### src/ccpp_defines.vh
// constants shared by the capture/compare port pin logic
`ifndef CCPP_DEFINES_VH
`define CCPP_DEFINES_VH

// register indices; the bus byte address is four times the index
`define CCPP_IDX_P2_DATA    16'hffc0
`define CCPP_IDX_P2_DIR     16'hffc2
`define CCPP_IDX_P2_OD      16'hf1c2
`define CCPP_IDX_P3_DATA    16'hffc4
`define CCPP_IDX_P3_DIR     16'hffc6
`define CCPP_IDX_P3_OD      16'hf1c6
`define CCPP_IDX_P2_PIN     16'h0100
`define CCPP_IDX_P3_PIN     16'h0101

// internal register select codes
`define CCPP_SEL_NONE       4'h0
`define CCPP_SEL_P2_DATA    4'h1
`define CCPP_SEL_P2_DIR     4'h2
`define CCPP_SEL_P2_OD      4'h3
`define CCPP_SEL_P3_DATA    4'h4
`define CCPP_SEL_P3_DIR     4'h5
`define CCPP_SEL_P3_OD      4'h6
`define CCPP_SEL_P2_PIN     4'h7
`define CCPP_SEL_P3_PIN     4'h8

// reset values and implemented-bit masks
`define CCPP_RESET_VALUE    16'h0000
`define CCPP_P2_MASK        16'hffff
`define CCPP_P3_DATA_MASK   16'hbfff
`define CCPP_P3_DIR_MASK    16'hbfff
`define CCPP_P3_OD_MASK     16'h2fff
`define CCPP_P3_PIN_MASK    16'hbfff

// field positions
`define CCPP_HI_LSB         8
`define CCPP_HI_MSB         15
`define CCPP_T7_BIT         15
`define CCPP_ALIGN_BITS     2'h0

// interrupt sampling, counted in system clock phases (two per pclk)
`define CCPP_SLOW_SAMPLE_TCL 16
`define CCPP_FAST_SAMPLE_TCL 2
`define CCPP_TCL_PER_CLK     2

`endif

### src/ccpp_sampler.v
// periodic pin sampler with edge pulse for external interrupt inputs
`default_nettype none
`include "ccpp_defines.vh"

module ccpp_sampler #(
   parameter WIDTH      = 8,
   parameter PERIOD_TCL = `CCPP_SLOW_SAMPLE_TCL
) (
   input  wire             pclk,
   input  wire             presetn,
   input  wire [WIDTH-1:0] line_in,
   output reg  [WIDTH-1:0] level,
   output reg  [WIDTH-1:0] edge_pulse
);

   // sampling period in pclk cycles, never below one
   localparam CYCLES_RAW = PERIOD_TCL / `CCPP_TCL_PER_CLK;
   localparam CYCLES     = (CYCLES_RAW < 1) ? 1 : CYCLES_RAW;
   localparam [7:0] LAST = CYCLES - 1;

   reg  [7:0] phase_cnt;
   wire       tick;

   assign tick = (phase_cnt == LAST);

   // free running phase counter
   always @(posedge pclk or negedge presetn) begin
      if (!presetn) begin
         phase_cnt <= 8'h00;
      end else if (tick) begin
         phase_cnt <= 8'h00;
      end else begin
         phase_cnt <= phase_cnt + 8'h01;
      end
   end

   // pulses shorter than the period may be missed; that is the point of slow sampling
   always @(posedge pclk or negedge presetn) begin
      if (!presetn) begin
         level      <= {WIDTH{1'b0}};
         edge_pulse <= {WIDTH{1'b0}};
      end else if (tick) begin
         level      <= line_in;
         edge_pulse <= line_in ^ level;
      end else begin
         edge_pulse <= {WIDTH{1'b0}};
      end
   end

endmodule // ccpp_sampler
`default_nettype wire

### src/ccpp_port_pins.v
// pin logic of the capture/compare port and the general purpose third port
//
// Behaviour
// - each second-port line is a capture input or compare output, one channel each
// - upper eight second-port lines are interrupt inputs sampled every 16 clock phases
// - capture sees input latch; an output line shows its own output latch
// - compare mode 1 trigger inverts the output latch and writes it back
// - compare mode 3: match writes one, timer overflow writes zero, on trigger
// - the CPU can always write the output latch of a compare line
// - CPU write and compare trigger together: CPU value wins
// - the upper eight capture inputs also serve as fast interrupts sampled every 2 clock phases
// - fast interrupt sampling exists only on the upper eight lines
// - top second-port line is also the timer seven count input
// - a multiplexer merges bus data and alternate data before the output latch
// - third port has 15 usable lines with direction and mostly open-drain bits
// - third-port direction 0 is high-impedance input, 1 is output
// - third-port open-drain 0 is push/pull, 1 is open drain
// - third-port lines 15 and 12 have no open-drain bit
// - third-port data bit 14 drives no pin
// - each second-port line has direction and open-drain bits
//
// The APB slave port was left to the implementer.
`default_nettype none
`include "ccpp_defines.vh"

module ccpp_port_pins #(
   parameter ADDR_WIDTH = 18,
   parameter P_WIDTH    = 16,
   parameter HI_WIDTH   = 8
) (
   input  wire                  pclk,
   input  wire                  presetn,
   // apb slave
   input  wire                  psel,
   input  wire                  penable,
   input  wire                  pwrite,
   input  wire [ADDR_WIDTH-1:0] paddr,
   input  wire [31:0]           pwdata,
   output reg  [31:0]           prdata,
   output wire                  pready,
   output wire                  pslverr,
   // second port pins
   input  wire [P_WIDTH-1:0]    p2_pin_in,
   output wire [P_WIDTH-1:0]    p2_pin_out,
   output wire [P_WIDTH-1:0]    p2_pin_oe,
   // third port pins
   input  wire [P_WIDTH-1:0]    p3_pin_in,
   output wire [P_WIDTH-1:0]    p3_pin_out,
   output wire [P_WIDTH-1:0]    p3_pin_oe,
   // first capture/compare unit side
   input  wire [P_WIDTH-1:0]    cc_trigger,
   input  wire [P_WIDTH-1:0]    cc_toggle_mode,
   input  wire [P_WIDTH-1:0]    cc_overflow,
   output reg  [P_WIDTH-1:0]    capture_compare_channel_pin,
   output wire [P_WIDTH-1:0]    cc_latch_data,
   // second capture/compare unit side
   output wire                  timer_seven_count_input,
   // interrupt sampling
   output wire [HI_WIDTH-1:0]   external_interrupt_input,
   output wire [HI_WIDTH-1:0]   external_interrupt_edge,
   output wire [HI_WIDTH-1:0]   fast_interrupt_input,
   output wire [HI_WIDTH-1:0]   fast_interrupt_edge
);

   // ------------------------------------------------------------------
   // register select decode, shared by the read and write paths
   // ------------------------------------------------------------------
   function [3:0] decode_sel;
      input [ADDR_WIDTH-1:0] addr;
      reg   [15:0]           idx;
      begin
         idx        = addr[ADDR_WIDTH-1:2];
         decode_sel = `CCPP_SEL_NONE;
         if (addr[1:0] == `CCPP_ALIGN_BITS) begin
            case (idx)
               `CCPP_IDX_P2_DATA: decode_sel = `CCPP_SEL_P2_DATA;
               `CCPP_IDX_P2_DIR:  decode_sel = `CCPP_SEL_P2_DIR;
               `CCPP_IDX_P2_OD:   decode_sel = `CCPP_SEL_P2_OD;
               `CCPP_IDX_P3_DATA: decode_sel = `CCPP_SEL_P3_DATA;
               `CCPP_IDX_P3_DIR:  decode_sel = `CCPP_SEL_P3_DIR;
               `CCPP_IDX_P3_OD:   decode_sel = `CCPP_SEL_P3_OD;
               `CCPP_IDX_P2_PIN:  decode_sel = `CCPP_SEL_P2_PIN;
               `CCPP_IDX_P3_PIN:  decode_sel = `CCPP_SEL_P3_PIN;
               default:           decode_sel = `CCPP_SEL_NONE;
            endcase
         end
      end
   endfunction

   // ------------------------------------------------------------------
   // pin driver: open drain releases the pin instead of driving a one
   // ------------------------------------------------------------------
   function [P_WIDTH-1:0] drive_enable;
      input [P_WIDTH-1:0] dir;
      input [P_WIDTH-1:0] od;
      input [P_WIDTH-1:0] latch;
      begin
         drive_enable = dir & (~od | ~latch);
      end
   endfunction

   reg  [P_WIDTH-1:0]  p2_latch;
   reg  [P_WIDTH-1:0]  p2_dir;
   reg  [P_WIDTH-1:0]  p2_od;
   reg  [P_WIDTH-1:0]  p3_latch;
   reg  [P_WIDTH-1:0]  p3_dir;
   reg  [P_WIDTH-1:0]  p3_od;
   reg  [P_WIDTH-1:0]  p2_meta;
   reg  [P_WIDTH-1:0]  p2_sync;
   reg  [P_WIDTH-1:0]  p3_meta;
   reg  [P_WIDTH-1:0]  p3_sync;
   reg  [P_WIDTH-1:0]  p3_in_latch;
   reg  [P_WIDTH-1:0]  next_p2_latch;
   reg  [P_WIDTH-1:0]  alt_data_out;
   reg  [31:0]         next_prdata;
   wire [3:0]          sel;
   wire                bus_write;
   wire                setup_phase;
   wire [P_WIDTH-1:0]  wdata16;
   integer             i;
   integer             j;

   // ------------------------------------------------------------------
   // apb decode; zero wait states, so pready is simply high
   // ------------------------------------------------------------------
   assign sel         = decode_sel(paddr);
   assign wdata16     = pwdata[P_WIDTH-1:0];
   assign bus_write   = psel & penable & pwrite & (sel != `CCPP_SEL_NONE);
   assign setup_phase = psel & ~penable;
   assign pready      = 1'b1;
   // unmapped or misaligned addresses and writes to read-only pin views fail
   assign pslverr     = psel & penable & ((sel == `CCPP_SEL_NONE) |
                        (pwrite & ((sel == `CCPP_SEL_P2_PIN) | (sel == `CCPP_SEL_P3_PIN))));

   // ------------------------------------------------------------------
   // two-stage synchronisers on both pin groups
   // ------------------------------------------------------------------
   always @(posedge pclk or negedge presetn) begin
      if (!presetn) begin
         p2_meta <= `CCPP_RESET_VALUE;
         p2_sync <= `CCPP_RESET_VALUE;
         p3_meta <= `CCPP_RESET_VALUE;
         p3_sync <= `CCPP_RESET_VALUE;
      end else begin
         p2_meta <= p2_pin_in;
         p2_sync <= p2_meta;
         p3_meta <= p3_pin_in;
         p3_sync <= p3_meta;
      end
   end

   // ------------------------------------------------------------------
   // second port alternate data: toggle in mode 1, set/clear in mode 3
   // ------------------------------------------------------------------
   always @* begin
      for (i = 0; i < P_WIDTH; i = i + 1) begin
         if (cc_toggle_mode[i]) begin
            alt_data_out[i] = ~p2_latch[i];
         end else begin
            // overflow takes the zero, a plain match the one
            alt_data_out[i] = ~cc_overflow[i];
         end
      end
   end

   // ------------------------------------------------------------------
   // output latch input multiplexer; a bus write to the second-port data register steers it to the bus
   // and any trigger in that cycle is dropped on purpose
   // ------------------------------------------------------------------
   always @* begin
      next_p2_latch = p2_latch;
      // own loop index so each combinational process drives only its own variables
      for (j = 0; j < P_WIDTH; j = j + 1) begin
         if (bus_write && (sel == `CCPP_SEL_P2_DATA)) begin
            next_p2_latch[j] = wdata16[j];
         end else if (cc_trigger[j]) begin
            next_p2_latch[j] = alt_data_out[j];
         end
      end
   end

   // ------------------------------------------------------------------
   // second port registers
   // ------------------------------------------------------------------
   always @(posedge pclk or negedge presetn) begin
      if (!presetn) begin
         p2_latch <= `CCPP_RESET_VALUE;
         p2_dir   <= `CCPP_RESET_VALUE;
         p2_od    <= `CCPP_RESET_VALUE;
      end else begin
         p2_latch <= next_p2_latch;
         if (bus_write && (sel == `CCPP_SEL_P2_DIR)) begin
            p2_dir <= wdata16 & `CCPP_P2_MASK;
         end
         if (bus_write && (sel == `CCPP_SEL_P2_OD)) begin
            p2_od <= wdata16 & `CCPP_P2_MASK;
         end
      end
   end

   // ------------------------------------------------------------------
   // third port registers; absent bits are masked so they stay zero
   // ------------------------------------------------------------------
   always @(posedge pclk or negedge presetn) begin
      if (!presetn) begin
         p3_latch <= `CCPP_RESET_VALUE;
         p3_dir   <= `CCPP_RESET_VALUE;
         p3_od    <= `CCPP_RESET_VALUE;
      end else begin
         if (bus_write && (sel == `CCPP_SEL_P3_DATA)) begin
            p3_latch <= wdata16 & `CCPP_P3_DATA_MASK;
         end
         if (bus_write && (sel == `CCPP_SEL_P3_DIR)) begin
            p3_dir <= wdata16 & `CCPP_P3_DIR_MASK;
         end
         if (bus_write && (sel == `CCPP_SEL_P3_OD)) begin
            p3_od <= wdata16 & `CCPP_P3_OD_MASK;
         end
      end
   end

   // ------------------------------------------------------------------
   // pin drivers; direction 0 floats the line, open drain only pulls low
   // ------------------------------------------------------------------
   assign p2_pin_out = p2_latch;
   assign p2_pin_oe  = drive_enable(p2_dir, p2_od, p2_latch);
   assign p3_pin_out = p3_latch & `CCPP_P3_PIN_MASK;
   // bit 14 never drives: mask keeps its enable low
   assign p3_pin_oe  = drive_enable(p3_dir, p3_od, p3_latch)
                       & `CCPP_P3_PIN_MASK;

   // ------------------------------------------------------------------
   // input latches; an output line reads back its own latch, so the
   // two-cycle pin delay does not blur a software-made capture
   // ------------------------------------------------------------------
   always @(posedge pclk or negedge presetn) begin
      if (!presetn) begin
         capture_compare_channel_pin <= `CCPP_RESET_VALUE;
         p3_in_latch                 <= `CCPP_RESET_VALUE;
      end else begin
         capture_compare_channel_pin <= (p2_dir & p2_latch) |
                                        (~p2_dir & p2_sync);
         p3_in_latch <= ((p3_dir & p3_latch) | (~p3_dir & p3_sync))
                        & `CCPP_P3_PIN_MASK;
      end
   end

   // compare hardware reads the output latch back for toggling
   assign cc_latch_data = p2_latch;

   // timer seven counts from the top line's input latch
   assign timer_seven_count_input =
      capture_compare_channel_pin[`CCPP_T7_BIT];

   // ------------------------------------------------------------------
   // interrupt samplers on the upper eight lines only; slow one trades
   // latency for noise rejection, fast one sees every pclk
   // ------------------------------------------------------------------
   ccpp_sampler #(
      .WIDTH      (HI_WIDTH),
      .PERIOD_TCL (`CCPP_SLOW_SAMPLE_TCL)
   ) u_slow_sampler (
      .pclk       (pclk),
      .presetn    (presetn),
      .line_in    (capture_compare_channel_pin[`CCPP_HI_MSB:`CCPP_HI_LSB]),
      .level      (external_interrupt_input),
      .edge_pulse (external_interrupt_edge)
   );

   ccpp_sampler #(
      .WIDTH      (HI_WIDTH),
      .PERIOD_TCL (`CCPP_FAST_SAMPLE_TCL)
   ) u_fast_sampler (
      .pclk       (pclk),
      .presetn    (presetn),
      .line_in    (capture_compare_channel_pin[`CCPP_HI_MSB:`CCPP_HI_LSB]),
      .level      (fast_interrupt_input),
      .edge_pulse (fast_interrupt_edge)
   );

   // ------------------------------------------------------------------
   // read mux; upper sixteen data bits always read zero
   // ------------------------------------------------------------------
   always @* begin
      next_prdata = 32'h00000000;
      case (sel)
         `CCPP_SEL_P2_DATA: next_prdata[P_WIDTH-1:0] = p2_latch;
         `CCPP_SEL_P2_DIR:  next_prdata[P_WIDTH-1:0] = p2_dir;
         `CCPP_SEL_P2_OD:   next_prdata[P_WIDTH-1:0] = p2_od;
         `CCPP_SEL_P3_DATA: next_prdata[P_WIDTH-1:0] = p3_latch;
         `CCPP_SEL_P3_DIR:  next_prdata[P_WIDTH-1:0] = p3_dir & `CCPP_P3_DIR_MASK;
         `CCPP_SEL_P3_OD:   next_prdata[P_WIDTH-1:0] = p3_od & `CCPP_P3_OD_MASK;
         `CCPP_SEL_P2_PIN:  next_prdata[P_WIDTH-1:0] = capture_compare_channel_pin;
         `CCPP_SEL_P3_PIN:  next_prdata[P_WIDTH-1:0] = p3_in_latch;
         default:           next_prdata = 32'h00000000;
      endcase
   end

   // read data captured in the setup cycle so it comes from a flop
   always @(posedge pclk or negedge presetn) begin
      if (!presetn) begin
         prdata <= 32'h00000000;
      end else if (setup_phase && !pwrite) begin
         prdata <= next_prdata;
      end
   end

endmodule // ccpp_port_pins
`default_nettype wire

### config.mk
export PLATFORM = sky130hd
export DESIGN_NAME = ccpp_port_pins
export DESIGN_NICKNAME = d
export VERILOG_FILES = /design/src/ccpp_sampler.v /design/src/ccpp_port_pins.v
export VERILOG_INCLUDE_DIRS = /design/src
export SDC_FILE = /design/constraint.sdc
export NUM_CORES = 1
export LEC_CHECK = 0
export ABC_AREA = 1
export BUFFER_PORTS_ARGS = -buffer_cell sky130_fd_sc_hd__buf_2
export CORE_MARGIN = 1.5
export CORE_UTILIZATION = 35
export DETAILED_ROUTE_END_ITERATION = 10
export GPL_ROUTABILITY_DRIVEN = 0
export GPL_TIMING_DRIVEN = 0
export RECOVER_POWER = 50
export SYNTH_ARGS = -nofsm -noshare
export SYNTH_HDL_FRONTEND = slang
export SYNTH_SLANG_ARGS = --single-unit
### constraint.sdc
create_clock -name pclk -period 2.1 [get_ports pclk]
set_clock_uncertainty 0.15 [all_clocks]
set_input_delay 0.105 -clock pclk [delete_from_list [all_inputs] [get_ports pclk]]
set_output_delay 0.105 -clock pclk [all_outputs]
set_load 0.02 [all_outputs]
; Word level (Yosys, flattened, before mapping)
; Index checks and enable logic that the tools add are counted.
[op_classes]
addsub = 2
n_eq_ne = 17
mux = 55
bitwise = 59
n_reduce_logical = 28
[op_table]
columns = cell, n
row1 = $pmux 16 s8, 1
row2 = $and 16x16->16, 6
row3 = $eq 16x16->1 const B, 6
row4 = $not 16->16, 5
row5 = $or 16x16->16, 4
row6 = $mux 1, 48
row7 = $not 1->1, 33
row8 = $eq 16x9->1 const B, 2
row9 = $mux 8, 4
row10 = $pmux 4 s8, 1
row11 = $reduce_bool 2->1, 16
row12 = $add 8x1->8 const B, 2
row13 = $eq 4x3->1 const B, 4
row14 = $not 14->16, 1
row15 = $xor 8x8->8, 2
row16 = $eq 4x2->1 const B, 2
row17 = $eq 8x3->1 const B, 1
row18 = $logic_not 8->1, 1
row19 = $logic_and 1x1->1, 7
row20 = $and 1x1->1, 6
row21 = $eq 4x1->1 const B, 1
row22 = $eq 4x4->1 const B, 1
row23 = $logic_not 4->1, 1
row24 = $mux 4, 1
row25 = other kinds (4), 5
[word_totals]
register_bits = 250
in_bits = 135
output_inout_bits = 163
word_cells = 195

; Depth between registers and ports, before layout
; Gate-level depths: netlist of run 1.
[depth]
depth_word = 8
mapped_depth = 19
depth_no_buf = 16

; By module
; From an unflattened synthesis of run 1, not the netlist that was laid out.
[hier_totals]
hier_cells = 1310
area_unflattened_um2 = 11245.8
[modules_own_cells]
columns = mod, instances, cells_per_inst, area_per_inst_um2, seq_area_each_um2
row1 = ccpp_port_pins, 1, 1086, 9100.0, 5004.8
row2 = ccpp_sampler (u_fast_sampler), 1, 112, 1108.6, 600.6
row3 = ccpp_sampler (u_slow_sampler), 1, 112, 1037.2, 600.6

; Least setup slack after synthesis of run 1
; No wires, ideal clock.
[synth_timing]
path_kind = input to output
start = in paddr[7]
end = out pslverr
t_arrival_ns = 1.605
required_ns = 1.845
slack_ns = 0.240
cell_stages = 15
n_path_buf = 2
cell_sequence = nor2_1 nand2_1 nor2_1 nand2_1 nand2_1 inv_2 nand2_2 nand2_2 buf_6 nor2_4 buf_2 nand2_1 nand2_1 a21oi_1 nor2_1
[synth_between]
elab_chain_len = 8
word_cells_on_any_way = 17
classes_between = eq/ne: 10 / mux: 2 / bitwise: 4 / reduce/logical: 1
[synth_lines]
columns = item, line_no
row1 = start: declaration, ccpp_port_pins.v:37  ; input wire [ADDR_WIDTH-1:0] paddr,
row2 = $eq 16x9->1 or $eq 16x16->1 (tied branches), ccpp_port_pins.v:75  ; case (idx)
row3 = $pmux 4 s8 *, ccpp_port_pins.v:75
row4 = $mux 4 *, ccpp_port_pins.v:74  ; if (addr[1:0] == `CCPP_ALIGN_BITS) begin
row5 = $eq 4x3->1 or $eq 4x4->1 (tied branches), -
row6 = $or 1x1->1, ccpp_port_pins.v:133  ; (pwrite & ((sel == `CCPP_SEL_P2_PIN) | (sel == `CCPP_SEL_P3_PIN))));
row7 = $and 1x1->1, ccpp_port_pins.v:133
row8 = $or 1x1->1 *, ccpp_port_pins.v:132  ; assign pslverr = psel & penable & ((sel == `CCPP_SEL_NONE) |
row9 = $and 1x1->1 *, ccpp_port_pins.v:132
row10 = end: declaration, ccpp_port_pins.v:41  ; output wire pslverr,
; Mark *: on every way between the ends. The rest lies on a longest branch, timed or not.

; Worst setup path in the final report of run 1
; Same ends and word-level chain as after synthesis.

==> results of run 1 <==
-- power by group through the flow --
| stage | sequential (mW) | combinational, mW | clock [mW] |
|---|---|---|---|
| floorplan | 5.22 | 0.372 | 0 |
| global placement | 5.16 | 0.868 | 0 |
| detailed placement | 5.16 | 0.895 | 0 |
| CTS | 5.07 | 1.06 | 5.43 |
| global route | 5.09 | 1.15 | 5.64 |
| finish | 5.08 | 1.04 | 5.33 |
-- final cells by class --
class	instances	area (µm²)
fill	2964	15800
sequential	248	6210
multi-input combinational	844	3930
timing repair buffer	374	2290
clock buffer	36	791
buffer	84	548
inverter	141	536
tap	396	495
clock inverter	15	233
-- per-stage QoR --
| stage | worst slack [ns] | setup TNS (ns) | cells | total power [mW] |
|---|---|---|---|---|
| final | 0.0137 | 0 | 2138 | 11.5 |
| after global routing | -0.137 | -0.437 | 2138 | 11.9 |
| after CTS | -0.134 | -0.358 | 2124 | 11.6 |
| after detailed placement | -0.815 | -32.90 | 1976 | 6.05 |
| after global placement | -3.75 | -958.22 | 1974 | 6.02 |
| after floorplan | 0.240 | 0 | 1317 | 5.59 |
-- metal layers --
layer	wire (µm)	part of all wire [%]	vias to the layer above	GRT usage, %
met5	0	0	-	0
met4	1130	3.0	0	7.36
met3	3030	8.2	73	4.30
met2	16900	46	452	35.9
met1	16000	43	4856	30.8
li1	-	-	4929	-
-- sequential cells by signal (all words and copies together) (netlist names), 13 cells and up --
signal	flops
capture_compare_channel_pin	16
p3_in_latch	15
p2_od	16
p3_latch	15
p3_od	13
p2_meta	16
p3_dir	15
prdata	16
p3_meta	15
cc_latch_data	16
p3_sync	15
p2_sync	16
p2_dir	16
-- placed cells by master (no fill, tap or decap), types with 70 or more instances in the layout --
cell,n
o21ai_0,70
nand2_1,373
dlygate4sd3_1,100
inv_1,133
nand3_1,97
dfrtp_1,246
buf_2,167
clkbuf_1,130
o21ai_1,71
nor2_1,71
-- worst max path at each step --
stage / start / slack (ns) / endpoint / cells after the start
floorplan: paddr[7] / 0.24 / pslverr / 15
global placement: presetn / -3.75 / u_fast_sampler.edge_pulse[7] / 1
detailed placement: penable / -0.82 / prdata[7] / 7
CTS: paddr[10] / -0.13 / pslverr / 18
global route: paddr[7] / -0.14 / pslverr / 17
finish: paddr[7] / 0.01 / pslverr / 17
-- cells by family after synthesis --
family	after synthesis
xor+xnor	14
mux	2
flops	248
buf+inv	225
other cells	2
fa+ha+maj	3
compound gates	202
simple gates	604
-- repair_timing --
| action | CTS | global route |
|---|---|---|
| pin swaps | 0 | 12 |
| setup buffers | 0 | 11 |
| hold buffers | 97 | 4 |
| cloned | 0 | 0 |
| gates resized for setup | 7 | 34 |
| endpoints found under the setup margin | 31 | 24 |
| hold endpoints to repair | 378 | 5 |
==> results_dict.tcl, run 1 <==
set metrics [dict create \
    status "completed" \
    yosys_warnings 0 \
    grt_pass1_vias 9855 \
    cts_tree "built" \
    post_drt_wl_per_cell_um 17.3 \
    synth-xor-area-share_pct 1.11 \
    ant_nets 0 \
    r2r_start "cc_latch_data[15]" \
    pwr-share-comb_pct 9.1 \
    finalHoldViolCount 0 \
    cp.required_ns 1.85 \
    crit_type "in2out" \
    min_period_ns 2.09 \
    ys_ff_latch 248 \
    max_stage_delay_ns 0.18 \
    cp_num_buf_inv 5 \
    intPower_mw 8.66 \
    finalWirelength_um 37000 \
    ir_worst_vdd_mv 0.722 \
    nets 1859 \
    cp-end-kind "output port" \
    p_switching_mw 2.79 \
    ff2ff_path_depth 6 \
    synth_edf_count 0 \
    dr.pass1.iters 6 \
    synthSimpleGateAreaFrac_pct 23.0 \
    synthesis.instances 1300 \
    drv_slew 0 \
    grt_max_degree 111 \
    cp_common_cell "nand2_2" \
    cts_num_sinks 248 \
    cp_max_fo 3 \
    clock.fmax_ghz 0.479 \
    start_util_pct 35.8 \
    dp_hpwl_um 25100 \
    clkTransAtPathRegs_ns 0.06 \
    synth_fa_ha_area_share_pct 0.340 \
    synthToLayoutAreaGrowth_pct 36.1 \
    synth.area.mux_share_pct 0.204 \
    synth_area_leaders "dfrtp_1, nand2_1, inv_1" \
    ys_seq_area_share_pct 56.2 \
    diodes 0 \
    via_per_inst 4.82 \
    hold_slack_ns 0.0248 \
    setup_violations 0 \
    reg2reg_slack_ns 0.13 \
    core_area_um2 30800 \
    reg2reg_to "cc_latch_data[15]" \
    p_sw_share_pct 24.4 \
    final_area_um2 15000 \
    yosysTopAreaCellShare_pct 56.2 \
    p_leak_nw 7.62 \
    start_kind "input port" \
    crit_chain "buf_2 > nor2_2 > nand2_1 > nor2_2 > nand2_2 > nand2_2 > inv_2 > nand2_2 > nand2_2 > buf_8 > nor2_4 > buf_8 > nand2_1 > nand2_1 > a21oi_2 > nor2_1 > buf_4" \
    power_frac_clock_pct 46.6 \
    grt_remaining_overflow 0 \
    synth_top_family_by_area "simple AND/OR/NAND/NOR gates" \
    num_vias 10300 \
    post-synth-top-count-cell "nand2_1" \
    clockBufferDepth 3 \
    synthFlopType "dfrtp_1" \
    crit_family "simple AND/OR/NAND/NOR gates" \
    maxCapViolCount 0 \
    drt_iter0_markers 836 \
    ys_types 33 \
    antenna_found_initial 0 \
    route.detailed.drc 0 \
    worst_pin_slew_ns 0.873 \
    htree_levels 1 \
    ioPinCount 298 \
    worst_slew_margin_rel_pct 41.8 \
    synth_area_leader_cell "dfrtp_1" \
    grt_usage_pct 22.5 \
    power_density_nw_per_um2 762 \
    io_buffers 261 \
    syn_area_per_cell_um2 8.49 \
    numCtsBuffers 28 \
    die_w_um 181 \
    slowest_stage "nor2_2" \
    root_buffer "clkbuf_16" \
    pwr-share-seq_pct 44.3 \
    cp.arrival_ns 1.83 \
    die_h_um 181 \
    drive_gt1_share_pct 18.9 \
    hold_path_class "in2reg" \
    synth_compound_gate_area_share_pct 9.52 \
    grt_pass1_wl_um 56500 \
    whs_path_depth 2 \
    finalCritPeriodShare_pct 99.3 \
    synth-async-reset-ratio_pct 100 \
    rsz0062_at_grt "yes" \
    dpl-instance-area_um2 13000 \
    synth_area_um2 11000 \
    utilization_pct 48.8 \
    hold_end "p3_meta[5]" \
    min-delay-start "p3_pin_in[5]" \
    synth_commonest_cells "nand2_1, dfrtp_1, inv_1" \
    die_area_um2 32600 \
    clock_latency_ns 0.56 \
    rows 64 \
]
No activity file was read; power rests on OpenSTA's default activity.
==> inputs of run 2 (changes only) <==
- CORE_MARGIN: 1.5 -> 4
==> run 2 against run 1 <==
Compared with the run above: total power shrank 2.2%; final cell count about the same; global-route usage decreased by 1.3 points; critical path depth shrank 11; maximum frequency increased by 2.2%; wire length up 2.0%; non-clock buffer count stayed put; sequential power about the same; via count increased by 0.60%.
==> results_dict.tcl, run 2 (synthesis results as in run 1) <==
set metrics [dict create \
    cp.required_ns 2.35 \
    finalHoldViolCount 0 \
    gr-usage-met1_pct 28.7 \
    num_vias 10400 \
    grt_max_degree 110 \
    reg2reg_slack_ns 0.06 \
    power_density_nw_per_um2 745 \
    pre_cts_ws_ns -0.993 \
    root_buffer "clkbuf_16" \
    io_buffers 261 \
    power_mw 11.2 \
    antenna_found_initial 0 \
    multiInputGateArea_um2 3920 \
    drt_iter0_markers 763 \
    status "completed" \
    die_area_um2 34500 \
    ioPinCount 298 \
    grt_pass1_wl_um 56300 \
    cts_num_sinks 248 \
    maxCapViolCount 0 \
    setup_violations 0 \
    fin_ws_ns 0.0590 \
    ir_worst_vdd_mv 0.552 \
    core_area_um2 30800 \
    finalWirelength_um 37800 \
    hold_slack_ns 0.0479 \
    drv_slew 0 \
    ant_nets 0 \
    clock.fmax_ghz 0.490 \
    hold_path_class "in2reg" \
    nets 1859 \
    layout_common_cells "nand2_1, dfrtp_1, buf_2, inv_1, dlygate4sd3_1" \
    clkTransAtPathRegs_ns 0.06 \
    clock_latency_ns 0.54 \
    worst_slew_margin_rel_pct 36.3 \
    use_met3_pct 4.26 \
    htree_levels 1 \
    die_h_um 186 \
    grtUsageMet2_pct 34.0 \
    cts_tree "built" \
    rows 64 \
    worst_pin_slew_ns 0.955 \
    start_util_pct 35.8 \
    fill_cells 2984 \
    p_leak_nw 7.81 \
    route.detailed.drc 0 \
    drive_gt1_share_pct 21.8 \
    min_period_ns 2.04 \
    clockBufferDepth 3 \
    grt_pass1_vias 9875 \
    cp.arrival_ns 2.29 \
    cp_max_fo 5 \
    dr.pass1.iters 5 \
    synthToLayoutAreaGrowth_pct 36.1 \
    start_kind "register" \
    post_drt_wl_per_cell_um 17.7 \
    numCtsBuffers 28 \
    dp_hpwl_um 25800 \
    grt_remaining_overflow 0 \
    die_w_um 186 \
    layout_commonest_cell "nand2_1" \
    grt_usage_pct 21.2 \
    regArea_um2 6210 \
    via_per_inst 4.85 \
    crit_type "reg2reg" \
    finalCritPeriodShare_pct 97.2 \
    cp-end-kind "register" \
    grt-busiest-layer "met2" \
]
[run 2: cell types whose count changed in the layout (fill, tap and decap cells not counted), moves of 2 or more]
| cell | before | now |
|---|---|---|
| nor2_2 | 12 | 9 |
| nor2_1 | 71 | 74 |
| clkinvlp_4 | 4 | 2 |
| clkbuf_2 | 2 | 6 |
| buf_4 | 45 | 52 |
| nand2_4 | 0 | 2 |
| clkbuf_1 | 130 | 73 |
| nand2_2 | 13 | 10 |
| buf_2 | 167 | 225 |
| clkbuf_4 | 7 | 1 |
| bufinv_16 | 5 | 3 |
[run 2: worst max-delay path: stages (launching register included)]
cell	delay, ns
dfrtp_1	0.48
inv_1	0.12
nand2_1	0.07
o21ai_0	0.08
dlygate4sd3_1	0.57
o211ai_1	0.30
o21ai_0	0.14
[run 2: layout make-up]
| type | count | area share, % |
|---|---|---|
| multi-input combinational | 844 | 26.1 |
| clock buffer | 42 | 5.62 |
| clock inverter | 9 | 0.816 |
| tap | 396 | 3.30 |
| buffer | 82 | 3.56 |
| antenna | 1 | 0.0167 |
| inverter | 141 | 3.55 |
| timing repair buffer | 376 | 15.7 |
| sequential | 248 | 41.3 |
[run 2: worst paths after layout]
check,from,endpoint,cells past startpoint
worst min register to register,p3_meta[11],p3_sync[11],0
worst max-delay path,cc_latch_data[15],cc_latch_data[15],6
worst min-delay path,p2_pin_in[3],p2_meta[3],2
min in group asynchronous,presetn,p2_od[8],4
worst max register to register,cc_latch_data[15],cc_latch_data[15],6
max in group asynchronous,presetn,p3_in_latch[0],4
[run 2: power breakdown]
part | internal, mW | total, mW | switching (mW)
Combinational | 0.457 | 1.06 | 0.603
Clock | 3.13 | 5.06 | 1.94
Sequential | 4.94 | 5.07 | 0.132
Total | 8.52 | 11.2 | 2.67
[run 2: routing by layer]
| metal | part of all wire, % | routed length, µm |
|---|---|---|
| met5 | 0 | 0 |
| met4 | 3.9 | 1490 |
| met3 | 8.6 | 3240 |
| met2 | 45 | 17100 |
| met1 | 42 | 15900 |
[run 2: stage by stage]
| step | area (µm²) | cells | setup TNS, ns | util [%] |
|---|---|---|---|---|
| 5_1_grt | 15000 | 2138 | -0.0373 | 48.7 |
| 3_5_place_dp | 13000 | 1976 | -36.32 | 42.1 |
| 2_1_floorplan | 11100 | 1317 | 0 | - |
| 6_report | 15000 | 2139 | 0 | 48.7 |
| 3_3_place_gp | 12900 | 1974 | -961.03 | 41.9 |
| 4_1_cts | 15000 | 2131 | 0 | 48.7 |
[run 2: timing repair]
action | CTS | global route
hold buffers | 101 | 0
pin swaps | 1 | 6
resized for setup | 13 | 27
setup buffers | 3 | 9
gates cloned | 0 | 0
hold endpoints to repair | 378 | 0
endpoints found under the setup margin | 40 | 40
==> inputs of run 3 (changes only) <==
- CORE_UTILIZATION: 35 -> 53
- PLACE_DENSITY: not set -> 0.8
- clock period: 2.1 -> 2.3 ns (I/O delays scaled with it)
==> run 3 against run 2 <==
Compared with the run above: combinational power fell by 9%; non-clock buffer count fell by 13; clock-buffer cell count did not move; critical endpoint is now prdata[13]; hold slack improved by 0.016 ns; critical path depth rose by 2; utilization rose by 22 points.
==> results_dict.tcl, run 3 (synthesis results as in run 1) <==
set metrics [dict create \
    worst_pin_slew_ns 1.05 \
    die_area_um2 23200 \
    reg2reg_slack_ns 0.26 \
    status "completed" \
    dp_hpwl_um 23700 \
    reg2reg_to "cc_latch_data[12]" \
    crit_end "prdata[13]" \
    grt_max_degree 128 \
    setup_tns_ns 0 \
    grt_remaining_overflow 0 \
    fill_cells 1535 \
    grtUsageMet2_pct 49.8 \
    finalCritPeriodShare_pct 100 \
    rsz0062_at_grt "yes" \
    power_mw 9.55 \
    clkTransAtPathRegs_ns 0.06 \
    drive_gt1_share_pct 18.0 \
    root_buffer "clkbuf_16" \
    cp_max_fo 10 \
    use_met3_pct 6.25 \
    startpoint "penable" \
    start_kind "input port" \
    gr-usage-met1_pct 38.7 \
    clockBufferDepth 3 \
    rows 52 \
    power_density_nw_per_um2 659 \
    hold_path_class "in2reg" \
    clock.fmax_ghz 0.435 \
    cts_tree "built" \
    route.detailed.drc 0 \
    layout_common_cells "nand2_1, dfrtp_1, buf_2, inv_1, clkbuf_1" \
    worst_slew_margin_rel_pct 30.0 \
    post_drt_wl_per_cell_um 17.9 \
    layout_commonest_cell "nand2_1" \
    drv_slew 0 \
    ir_worst_vdd_mv 0.637 \
    layoutNonFillerInstCount 1995 \
    drt_iter0_markers 885 \
    num_vias 10500 \
    maxCapViolCount 0 \
    die_w_um 152 \
    cp.arrival_ns 2.61 \
    cp-end-kind "register" \
    synthToLayoutAreaGrowth_pct 31.2 \
    cp.required_ns 2.61 \
    dp_cells 1850 \
    antenna_found_initial 1 \
    grt_usage_pct 30.2 \
    io_buffers 261 \
    dr.pass1.iters 5 \
    clock_latency_ns 0.53 \
    grt-busiest-layer "met2" \
    ant_nets 0 \
    nets 1844 \
    htree_levels 1 \
    ioPinCount 298 \
    setup_violations 0 \
    die_h_um 152 \
    cts_num_sinks 248 \
    grt_pass1_wl_um 56000 \
    diodes 0 \
    finalHoldViolCount 0 \
    core_area_um2 20400 \
    min_period_ns 2.30 \
    crit_type "in2reg" \
    start_util_pct 54.2 \
    p_leak_nw 7.54 \
    via_per_inst 5.27 \
    grt_pass1_vias 10500 \
    r2r_start "cc_latch_data[12]" \
    ff2ff_path_depth 6 \
    numCtsBuffers 26 \
    finalWirelength_um 35700 \
]
## run 3: changes by cell type in the layout (fill, tap and decap cells not counted), moves of 4 or more
cell           before  now
buf_4              52   41
nor2_1             74   79
clkbuf_1           73  112
dlygate4sd3_1     100   96
buf_2             225  198
clkbuf_2            6    1
nand2_1           374  381
nand2_2            10    5
## run 3: layer usage
layer,share of wire (%),wire length (µm),up-vias
met5,0.039,14,-
met4,4.7,1690,2
met3,8.9,3180,124
met2,48,17000,554
met1,39,13700,4931
li1,-,-,4903
## run 3: report_power, final
group | leakage (nW) | switching (mW) | internal (mW)
combinational | 4.00 | 0.556 | 0.407
sequential | 3.15 | 0.125 | 4.51
clock | 0.388 | 1.69 | 2.26
## run 3: final cells by class
type | instances | area [µm²] | share of cell area, %
flip-flops and latches | 248 | 6210 | 42.8
multi-input cells | 844 | 3850 | 26.6
repair buffers | 361 | 2220 | 15.3
clock buffers | 42 | 761 | 5.25
plain buffers | 84 | 532 | 3.67
inverters | 141 | 532 | 3.67
well taps | 270 | 338 | 2.33
clock inverters | 5 | 42.5 | 0.294
## run 3: worst min path at each step
stage                     cells past startpoint  slack, ns                             end     startpoint
final                                         2       0.06                     p3_meta[13]  p3_pin_in[13]
after global routing                          2       0.07                     p3_meta[13]  p3_pin_in[13]
after global placement                        1       0.07                      p2_meta[6]   p2_pin_in[6]
after detailed placement                      1      -0.13    u_slow_sampler.edge_pulse[4]        presetn
after floorplan                               0      -0.33  capture_compare_channel_pin[0]        presetn
after CTS                                     2       0.05                      p2_meta[4]   p2_pin_in[4]
## run 3: critical path, stage by stage
cell           delay (ns)
buf_2                0.10
nor3_1               0.31
dlygate4sd3_1        0.82
clkinv_1             0.34
nor2_1               0.35
buf_2                0.35
nand2_1              0.14
nand2_1              0.07
## run 3: timing repair
action,in CTS,in global routing
setup endpoints to repair,2,8
hold buffers,97,0
pin swaps,0,1
gates resized for setup,2,6
buffers inserted,0,1
endpoints found under the hold margin,295,0
## run 3: through the flow
stage               setup WS, ns  hold WS, ns  area [µm²]  utilization [%]
detailed placement        -0.402       -0.133       12800             62.9
finish                  0.000118       0.0636       14500             71.1
global route             -0.0794       0.0678       14500             71.1
global placement           -3.35       0.0728       12700             62.6
CTS                       0.0313       0.0525       14600             71.7
floorplan                  0.420       -0.331       11100                -
